**src/core/tfu_pkg.sv**
```systemverilog
package tfu_pkg;
  localparam logic [7:0] CMD_WRITE_SP = 8'h4E;
  localparam logic [7:0] CMD_READ_SP = 8'hBE;
  localparam logic [7:0] CMD_COPY_SP = 8'h48;
  localparam logic [7:0] CMD_CONVERT = 8'h44;
  localparam logic [7:0] CMD_POWER = 8'hB4;
  localparam logic [7:0] CMD_RECALL = 8'hB8;
  localparam logic [7:0] CMD_CHAIN = 8'h99;
  localparam logic [7:0] CHAIN_OFF_CODE = 8'h3C;
  localparam logic [7:0] CHAIN_ON_CODE = 8'h5A;
  localparam logic [7:0] CHAIN_DONE_CODE = 8'h96;
  localparam logic [7:0] CONFIRM_BYTE = 8'hAA;
  localparam logic [7:0] FAIL_BYTE = 8'h00;
  localparam logic [2:0] ADDR_HIGH_ALARM = 3'h2;
  localparam logic [2:0] ADDR_LOW_ALARM = 3'h3;
  localparam logic [2:0] ADDR_CONFIG = 3'h4;
  localparam int RES_SEL_HI = 6;
  localparam int RES_SEL_LO = 5;
  localparam logic [7:0] CONFIG_FIXED_ONES = 8'h1F;
  localparam logic [7:0] CONFIG_RES_MASK = 8'h60;
  localparam logic [7:0] CONFIG_RESET = 8'h7F;
  localparam logic [7:0] HIGH_ALARM_RESET = 8'h00;
  localparam logic [7:0] LOW_ALARM_RESET = 8'h00;
  localparam logic [15:0] TEMP_RESET = 16'h0550;
  localparam logic [7:0] RESERVED_BYTE5 = 8'hFF;
  localparam logic [7:0] RESERVED_BYTE6 = 8'h0C;
  localparam logic [7:0] RESERVED_BYTE7 = 8'h10;
  localparam logic [7:0] CRC_POLY = 8'h8C;
  localparam logic [3:0] RECALL_CYCLES = 4'h4;
  localparam logic [3:0] COPY_CYCLES = 4'h8;
  localparam logic [3:0] SCRATCH_BYTES = 4'h8;
  localparam logic [1:0] WRITE_BYTES = 2'h3;

  typedef enum {CH_OFF, CH_ON, CH_DONE} chain_t;
  typedef enum {ST_ROM, ST_CMD, ST_WRITE, ST_READ, ST_BUSY, ST_POWER,
    ST_CHAIN_TRUE, ST_CHAIN_INV, ST_CHAIN_ANS, ST_IGNORE} phase_t;
  typedef enum {BZ_NONE, BZ_COPY, BZ_CONV, BZ_RECALL} busy_t;

  typedef struct packed {
    logic [7:0] high_alarm;
    logic [7:0] low_alarm;
    logic [7:0] config_byte;
  } user_bytes_t;

  typedef struct packed {
    logic valid;
    logic [7:0] data;
  } byte_req_t;
endpackage

```
**src/core/tfu_top.sv**
```systemverilog
`timescale 1ns/100ps
module tfu_top (
  input wire logic i_sys_clk,
  input wire logic i_arst_n,
  input wire logic i_bus_reset,
  input wire logic i_rom_ok,
  input wire logic i_cond_read_req,
  input wire logic i_overdrive_set,
  input wire logic i_rx_valid,
  input wire logic [7:0] i_rx_byte,
  input wire logic i_tx_req,
  input wire logic i_slot_req,
  input wire logic i_local_supply,
  input wire logic i_port_a_line,
  input wire logic i_port_b_line,
  input wire logic i_port_latch_wr,
  input wire logic [1:0] i_port_latch,
  input wire logic i_conv_done,
  input wire logic [15:0] i_conv_temp,
  output logic o_tx_valid,
  output logic [7:0] o_tx_byte,
  output logic o_slot_valid,
  output logic o_slot_bit,
  output logic o_cond_read_ok,
  output logic o_overdrive_flag,
  output logic o_conv_start,
  output logic [1:0] o_resolution,
  output logic o_port_a_oe,
  output logic o_port_a_out,
  output logic o_port_a_pullup,
  output logic o_port_b_oe,
  output logic o_port_b_out,
  output logic [1:0] o_chain_state
);
  typedef struct packed {
    tfu_pkg::phase_t phase;
    tfu_pkg::busy_t busy;
    tfu_pkg::chain_t chain;
    logic [15:0] temp;
    tfu_pkg::user_bytes_t sp;
    tfu_pkg::user_bytes_t nv;
    logic [3:0] idx;
    logic [3:0] timer;
    logic [7:0] chain_code;
    logic chain_good;
    logic done_sticky;
    logic [1:0] port_latch;
    logic overdrive;
    logic tx_valid;
    logic [7:0] tx_byte;
    logic slot_valid;
    logic slot_bit;
    logic cond_ok;
    logic conv_start;
    logic crc_clear;
    logic crc_load;
  } state_t;

  state_t s_q;
  state_t s_d;
  logic [7:0] crc;
  logic [7:0] sp_byte;

  // bits 7 and 4:0 forced on every store
  function automatic logic [7:0] fix_config(input logic [7:0] v);
    return (v & tfu_pkg::CONFIG_RES_MASK) | tfu_pkg::CONFIG_FIXED_ONES;
  endfunction

  function automatic logic [7:0] scratch_at(input state_t s,
                                            input logic [3:0] a);
    case (a)
      4'h0: return s.temp[7:0];
      4'h1: return s.temp[15:8];
      4'h2: return s.sp.high_alarm;
      4'h3: return s.sp.low_alarm;
      4'h4: return s.sp.config_byte;
      4'h5: return tfu_pkg::RESERVED_BYTE5;
      4'h6: return tfu_pkg::RESERVED_BYTE6;
      default: return tfu_pkg::RESERVED_BYTE7;
    endcase
  endfunction

  tfu_crc8 u_crc (
    .i_sys_clk(i_sys_clk),
    .i_arst_n(i_arst_n),
    .i_clear(s_q.crc_clear),
    .i_load(s_q.crc_load),
    .i_data(s_q.tx_byte),
    .o_crc(crc)
  );

  assign sp_byte = scratch_at(s_q, s_q.idx);

  always_comb
  begin
    s_d = s_q;
    s_d.tx_valid = 1'b0;
    s_d.slot_valid = 1'b0;
    s_d.conv_start = 1'b0;
    s_d.crc_clear = 1'b0;
    s_d.crc_load = 1'b0;
    if (i_overdrive_set)
      s_d.overdrive = 1'b1;
    if (s_q.chain == tfu_pkg::CH_OFF && i_port_latch_wr)
      s_d.port_latch = i_port_latch;
    s_d.cond_ok = i_cond_read_req && s_q.chain == tfu_pkg::CH_ON
      && !i_port_b_line;
    if (i_conv_done && s_q.busy == tfu_pkg::BZ_CONV)
      s_d.temp = i_conv_temp;
    if (s_q.busy != tfu_pkg::BZ_NONE && s_q.busy != tfu_pkg::BZ_CONV)
    begin
      if (s_q.timer != 4'h0)
        s_d.timer = s_q.timer - 4'h1;
      else
      begin
        if (s_q.busy == tfu_pkg::BZ_COPY)
          s_d.nv = s_q.sp;
        else
          s_d.sp = s_q.nv;
        s_d.busy = tfu_pkg::BZ_NONE;
        s_d.done_sticky = 1'b1;
      end
    end
    else if (s_q.busy == tfu_pkg::BZ_CONV && i_conv_done)
    begin
      s_d.busy = tfu_pkg::BZ_NONE;
      s_d.done_sticky = 1'b1;
    end
    case (s_q.phase)
      tfu_pkg::ST_ROM:
        if (i_rom_ok)
          s_d.phase = tfu_pkg::ST_CMD;
      tfu_pkg::ST_CMD:
        if (i_rx_valid)
        begin
          s_d.idx = 4'h0;
          s_d.done_sticky = 1'b0;
          case (i_rx_byte)
            tfu_pkg::CMD_WRITE_SP: s_d.phase = tfu_pkg::ST_WRITE;
            tfu_pkg::CMD_READ_SP:
            begin
              s_d.phase = tfu_pkg::ST_READ;
              s_d.crc_clear = 1'b1;
            end
            tfu_pkg::CMD_COPY_SP:
            begin
              s_d.phase = tfu_pkg::ST_BUSY;
              s_d.busy = tfu_pkg::BZ_COPY;
              s_d.timer = tfu_pkg::COPY_CYCLES;
            end
            tfu_pkg::CMD_CONVERT:
            begin
              s_d.phase = tfu_pkg::ST_BUSY;
              s_d.busy = tfu_pkg::BZ_CONV;
              s_d.conv_start = 1'b1;
            end
            tfu_pkg::CMD_RECALL:
            begin
              s_d.phase = tfu_pkg::ST_BUSY;
              s_d.busy = tfu_pkg::BZ_RECALL;
              s_d.timer = tfu_pkg::RECALL_CYCLES;
            end
            tfu_pkg::CMD_POWER: s_d.phase = tfu_pkg::ST_POWER;
            tfu_pkg::CMD_CHAIN: s_d.phase = tfu_pkg::ST_CHAIN_TRUE;
            default: s_d.phase = tfu_pkg::ST_IGNORE;
          endcase
        end
      tfu_pkg::ST_WRITE:
        if (i_rx_valid)
        begin
          case (s_q.idx[1:0])
            2'h0: s_d.sp.high_alarm = i_rx_byte;
            2'h1: s_d.sp.low_alarm = i_rx_byte;
            default: s_d.sp.config_byte = fix_config(i_rx_byte);
          endcase
          s_d.idx = s_q.idx + 4'h1;
          if (s_q.idx[1:0] == tfu_pkg::WRITE_BYTES - 2'h1)
            s_d.phase = tfu_pkg::ST_IGNORE;
        end
      tfu_pkg::ST_READ:
        if (i_tx_req && s_q.idx <= tfu_pkg::SCRATCH_BYTES)
        begin
          s_d.tx_valid = 1'b1;
          if (s_q.idx == tfu_pkg::SCRATCH_BYTES)
            s_d.tx_byte = crc;
          else
          begin
            s_d.tx_byte = sp_byte;
            s_d.crc_load = 1'b1;
          end
          s_d.idx = s_q.idx + 4'h1;
        end
      tfu_pkg::ST_BUSY:
        if (i_slot_req)
        begin
          s_d.slot_valid = 1'b1;
          s_d.slot_bit = s_q.done_sticky;
        end
      tfu_pkg::ST_POWER:
        if (i_slot_req)
        begin
          s_d.slot_valid = 1'b1;
          s_d.slot_bit = i_local_supply;
        end
      tfu_pkg::ST_CHAIN_TRUE:
        if (i_rx_valid)
        begin
          s_d.chain_code = i_rx_byte;
          s_d.phase = tfu_pkg::ST_CHAIN_INV;
        end
      tfu_pkg::ST_CHAIN_INV:
        if (i_rx_valid)
        begin
          s_d.phase = tfu_pkg::ST_CHAIN_ANS;
          s_d.chain_good = 1'b0;
          if (i_rx_byte == ~s_q.chain_code)
          begin
            s_d.chain_good = 1'b1;
            case (s_q.chain_code)
              tfu_pkg::CHAIN_OFF_CODE: s_d.chain = tfu_pkg::CH_OFF;
              tfu_pkg::CHAIN_ON_CODE: s_d.chain = tfu_pkg::CH_ON;
              tfu_pkg::CHAIN_DONE_CODE: s_d.chain = tfu_pkg::CH_DONE;
              default: s_d.chain_good = 1'b0;
            endcase
          end
        end
      tfu_pkg::ST_CHAIN_ANS:
        if (i_tx_req)
        begin
          s_d.tx_valid = 1'b1;
          s_d.tx_byte = s_q.chain_good ? tfu_pkg::CONFIRM_BYTE
            : tfu_pkg::FAIL_BYTE;
        end
      tfu_pkg::ST_IGNORE: s_d.phase = tfu_pkg::ST_IGNORE;
      default: s_d.phase = tfu_pkg::ST_ROM;
    endcase
    if (i_bus_reset)
    begin
      s_d.phase = tfu_pkg::ST_ROM;
      s_d.done_sticky = s_d.done_sticky && s_q.busy != s_d.busy;
      s_d.cond_ok = 1'b0;
    end
  end

  always_ff @(posedge i_sys_clk or negedge i_arst_n)
  begin
    if (!i_arst_n)
    begin
      s_q <= '0;
      s_q.phase <= tfu_pkg::ST_BUSY;
      s_q.busy <= tfu_pkg::BZ_RECALL;
      s_q.timer <= tfu_pkg::RECALL_CYCLES;
      s_q.chain <= tfu_pkg::CH_OFF;
      s_q.temp <= tfu_pkg::TEMP_RESET;
      s_q.sp.high_alarm <= tfu_pkg::HIGH_ALARM_RESET;
      s_q.sp.low_alarm <= tfu_pkg::LOW_ALARM_RESET;
      s_q.sp.config_byte <= tfu_pkg::CONFIG_RESET;
      s_q.nv.high_alarm <= tfu_pkg::HIGH_ALARM_RESET;
      s_q.nv.low_alarm <= tfu_pkg::LOW_ALARM_RESET;
      s_q.nv.config_byte <= tfu_pkg::CONFIG_RESET;
      s_q.port_latch <= 2'h3;
      s_q.overdrive <= 1'b0;
    end
    else
      s_q <= s_d;
  end

  // latch 0 turns the pulldown on only in chain off; done forces port a low
  assign o_port_a_oe = (s_q.chain == tfu_pkg::CH_DONE)
    || (s_q.chain == tfu_pkg::CH_OFF && !s_q.port_latch[0]);
  assign o_port_a_out = 1'b0;
  assign o_port_a_pullup = s_q.chain == tfu_pkg::CH_ON;
  assign o_port_b_oe = s_q.chain == tfu_pkg::CH_OFF && !s_q.port_latch[1];
  assign o_port_b_out = 1'b0;
  assign o_tx_valid = s_q.tx_valid;
  assign o_tx_byte = s_q.tx_byte;
  assign o_slot_valid = s_q.slot_valid;
  assign o_slot_bit = s_q.slot_bit;
  assign o_cond_read_ok = s_q.cond_ok;
  assign o_overdrive_flag = s_q.overdrive;
  assign o_conv_start = s_q.conv_start;
  assign o_resolution = {s_q.sp.config_byte[tfu_pkg::RES_SEL_HI],
    s_q.sp.config_byte[tfu_pkg::RES_SEL_LO]};
  assign o_chain_state = (s_q.chain == tfu_pkg::CH_ON) ? 2'h1
    : (s_q.chain == tfu_pkg::CH_DONE) ? 2'h2 : 2'h0;
endmodule

```
**src/core/tfu_crc8.sv**
```systemverilog
`timescale 1ns/100ps
module tfu_crc8 (
  input wire logic i_sys_clk,
  input wire logic i_arst_n,
  input wire logic i_clear,
  input wire logic i_load,
  input wire logic [7:0] i_data,
  output logic [7:0] o_crc
);
  typedef struct packed {
    logic [7:0] crc;
  } crc_state_t;

  crc_state_t s_q;
  crc_state_t s_d;

  // one byte per load, bits shifted lsb first
  function automatic logic [7:0] crc_byte(input logic [7:0] c,
                                          input logic [7:0] d);
    logic [7:0] r;
    r = c;
    for (int i = 0; i < 8; i++)
    begin
      if (r[0] ^ d[i])
        r = (r >> 1) ^ tfu_pkg::CRC_POLY;
      else
        r = r >> 1;
    end
    return r;
  endfunction

  always_comb
  begin
    s_d = s_q;
    if (i_clear)
      s_d.crc = 8'h00;
    else if (i_load)
      s_d.crc = crc_byte(s_q.crc, i_data);
  end

  always_ff @(posedge i_sys_clk or negedge i_arst_n)
  begin
    if (!i_arst_n)
      s_q <= '0;
    else
      s_q <= s_d;
  end

  assign o_crc = s_q.crc;
endmodule

```
**config.mk**
```make
export PLATFORM = sky130hd
export DESIGN_NAME = tfu_top
export DESIGN_NICKNAME = d
export VERILOG_FILES = /design/src/core/tfu_pkg.sv /design/src/core/tfu_top.sv /design/src/core/tfu_crc8.sv
export SDC_FILE = /design/constraint.sdc
export NUM_CORES = 1
export LEC_CHECK = 0
export BUFFER_PORTS_ARGS = -buffer_cell sky130_fd_sc_hd__buf_2
export CAP_MARGIN = 20
export CORE_MARGIN = 2
export CORE_UTILIZATION = 60
export DETAILED_ROUTE_END_ITERATION = 6
export HOLD_SLACK_MARGIN = 0.15
export PLACE_DENSITY = 0.81
export RECOVER_POWER = 50
export SETUP_SLACK_MARGIN = 0.2
export SLEW_MARGIN = 25
export SYNTH_ARGS = -nofsm -noshare
export SYNTH_HDL_FRONTEND = slang
export SYNTH_SLANG_ARGS = --single-unit
```
**constraint.sdc**
```tcl
create_clock -name i_sys_clk -period 3.1 [get_ports i_sys_clk]
set_clock_uncertainty 0.1 [all_clocks]
set_input_delay 0.62 -clock i_sys_clk [delete_from_list [all_inputs] [get_ports i_sys_clk]]
set_output_delay 0.62 -clock i_sys_clk [all_outputs]
set_load 0.03 [all_outputs]
```
==> impl_metrics.csv <==
group,metric,value,unit
sta,period_needed,2750,ps
logic_synthesis,yosysSeqAreaShare,51.5,%
logic_synthesis,synth.cell_area,7150,um2
cells_and_area,final_area,8040,um2
worst_setup_path,start_kind,"flip-flop",
worst_hold_path,hp-class,"in -> reg",
logic_synthesis,ys_warn_count,0,
floorplanning,die_area,12800,um2
clock_tree,cts-resized-gates,0,
cells_and_area,fin_util,69.9,%
floorplanning,initial_utilization,62.1,%
logic_synthesis,synth_seq_cells,146,
grt,antenna_found_initial,0,
worst_hold_path,min_to,"o_overdrive_flag",
drt,dr.pass1.iters,7,
sta,timing.fmax,364,MHz
sta,setup_tns,0,ps
worst_setup_path,worstSetupPathType,"reg -> reg",
floorplanning,dieHeight,113,um
worst_hold_path,hold_depth,2,
clock_tree,cts_num_sinks,146,
sta,min_period_over_period,88.7,%
outcome,violations,"DRC, capacitance limit, slew limit",
cells_and_area,n_antenna_cell,0,
worst_setup_path,r2r-end,"s_q[53]",
drt,drtIter0Drc,410,
grt,grt_max_degree,63,
power_and_ir_drop,power_leakage,3.78,nW
placed_design,place_area,7470,um2
grt,grt_use_total,26.3,%
floorplanning,placementRows,39,
clock_tree,root_buffer,"clkbuf_16",
grt,grt_pass1_wl,26.1,mm
worst_setup_path,arrival,2960,ps
logic_synthesis,synth_top_cell_by_area,"dfrtp_1",
cells_and_area,syn2layout_area_growth,12.5,%
cells_and_area,final_common_cell,"dfrtp_1",
job,cap_violations,1,
logic_synthesis,synth_ff_type,"dfrtp_1",
worst_setup_path,worstPathRequired,3310,ps
power_and_ir_drop,power_density,584,nW/um2
clock_tree,cts_tree,"yes",
sta,tightest_slew,1540,ps
placed_design,gp_congestion,0.887,
floorplanning,dieWidth,113,um
worst_setup_path,path_max_fanout,24,
logic_synthesis,synth.avg_cell_area,11.1,um2
floorplanning,core,11500,um2
drt,via_per_inst,6.10,
sta,whs,282,ps
sta,rsz0062_at_grt,"no",
drt,ant_nets,0,
power_and_ir_drop,ir_drop,0.426,mV
sta,maxSlewHeadroom,-2.75,%
grt,grt-ovfl-total,0,
clock_tree,numCtsBuffers,17,
sta,hold_violations,0,
cells_and_area,final_cell_mix,"122 x dfrtp_1, 52 x nand2_1, 45 x buf_2, 42 x mux2_2, 37 x and2_1",
logic_synthesis,synth-edff-count,0,
grt,grt_pass1_vias,5255,
cells_and_area,final_net_count,730,
outcome,status,"finished, violations left",
sta,maxSlewViolCount,62,
cells_and_area,drive_above_1_share,23.9,%
drt,wl,15.7,mm
clock_tree,htree_levels,4,
logic_synthesis,synth_top_area_share,42.7,%
logic_synthesis,synth_cell_types,72,
placed_design,io_buffer_count,59,
worst_setup_path,rr_worst_depth,6,
clock_tree,clk_path_buf_depth,2,
logic_synthesis,ys_top_cells_by_area,"dfrtp_1 43%, dfstp_2 8.8%, mux2_2 6.8%",
clock_tree,clkLatencyLatePin,430,ps
placed_design,hpwlAfterDp,10.4,mm
worst_setup_path,reg2reg_slack,350,ps
logic_synthesis,synthArstFlopShare,100,%
drt,drcViolationCount,5,
clock_tree,clk_pin_slew,60,ps
placed_design,dp_slack,328,ps
logic_synthesis,syn_inst,643,
drt,drt-wirelength-per-cell,18.7,um
floorplanning,ioPinCount,63,
worst_setup_path,rr_startpoint,"s_q[142]",
drt,route.vias.total,5132,
worst_setup_path,crit_path_end_kind,"flip-flop",
sta,setup_viol,0,
sta,timing.final.ws_setup,349,ps
worst_hold_path,hold_start,"i_overdrive_set",
## Yosys cell counts (4+ instances only)
cell / count
buf_4: 16
and2_1: 37
a22oi_1: 6
inv_1: 11
dfrtp_1: 122
mux2_1: 9
mux2_2: 43
o21ai_1: 15
a21oi_1: 18
buf_1: 5
nor3_1: 5
o22ai_1: 6
clkbuf_1: 20
buf_2: 5
nor2_1: 31
or3_1: 4
xnor2_1: 21
nand3_1: 11
nand4_1: 4
nor3b_1: 4
mux2i_1: 27
nand2b_1: 7
nand2_1: 52
o211ai_1: 4
o21ai_0: 17
xor2_1: 13
a31oi_1: 6
dfstp_2: 24
nor2b_1: 11
a211oi_1: 11
ha_1: 5
nor4_1: 9
## report_power, final
group / leakage (nW) / internal (mW) / switching (mW)
clock network: 0.285 / 1.19 / 0.827
logic: 1.66 / 0.232 / 0.290
registers: 1.84 / 2.06 / 0.0955
total: 3.78 / 3.49 / 1.21
## layout make-up
cell class                      instances  area (um2)
Timing Repair Buffer                   71         397
Multi-Input combinational cell        438        3160
Clock buffer                           18         429
Clock inverter                         14         156
Sequential cell                       146        3680
Fill cell                             811        3470
Inverter                               11        41.3
Tap cell                              143         179
## per-stage QoR
| step | power (mW) | std cells |
|---|---|---|
| final | 4.70 | 841 |
| after global routing | 4.88 | 841 |
| after CTS | 4.73 | 841 |
| after detailed placement | 2.70 | 808 |
| after global placement | 2.66 | 808 |
| after floorplan | 2.51 | 644 |
## critical path, cell delays in order (launching register included)
cell     delay (ps)
dfrtp_1         380
nor4_1          350
nand4_1         300
or3_4           510
nor4_4          220
buf_4           370
mux2_2          390
## worst max path at each step
stage,cells after the start,to,slack (ps),startpoint
final,6,s_q[53],350,s_q[142]
after floorplan,7,s_q[18],480,i_rx_byte[5]
after global routing,6,s_q[49],220,s_q[142]
after CTS,6,s_q[52],360,s_q[142]
after global placement,7,s_q[18],360,i_rx_byte[5]
after detailed placement,7,s_q[159],330,i_rx_byte[5]
## layer usage
metal | global-route usage [%] | part of all wire, % | vias up
met5 | 0 | 0 | -
met3 | 6.48 | 5.7 | 39
met4 | 11.5 | 2.5 | 0
met1 | 34.2 | 43 | 2539
li1 | - | - | 2361
met2 | 42.3 | 49 | 193
## cell families (layout without fill, tap and decap cells)
logic type / after synthesis / in the layout / synth area share, %
other: 1 / 2 / 0.0524
multiplexers: 79 / 79 / 12.0
AND/OR/NAND/NOR: 203 / 203 / 15.9
buffers and inverters: 60 / 114 / 4.39
adder cells (fa/ha/maj): 5 / 5 / 0.875
flip-flops: 146 / 146 / 51.5
XOR/XNOR: 34 / 34 / 4.16
AO/OA/AOI/OAI: 115 / 115 / 11.1
## registers in the layout (all words and copies together), names as in the netlist
register,flops
o_conv_start,1
o_slot_valid,1
o_slot_bit,1
s_q,122
u_crc.o_crc,8
o_tx_byte,8
o_resolution,2
o_tx_valid,1
o_overdrive_flag,1
o_cond_read_ok,1
## timing repair
action,4_1_cts,5_1_grt
setup buffers,0,0
setup endpoints to repair,0,0
hold endpoints to repair,56,0
hold buffers,1,0
Note: power is estimated with default switching activity, not from simulation.
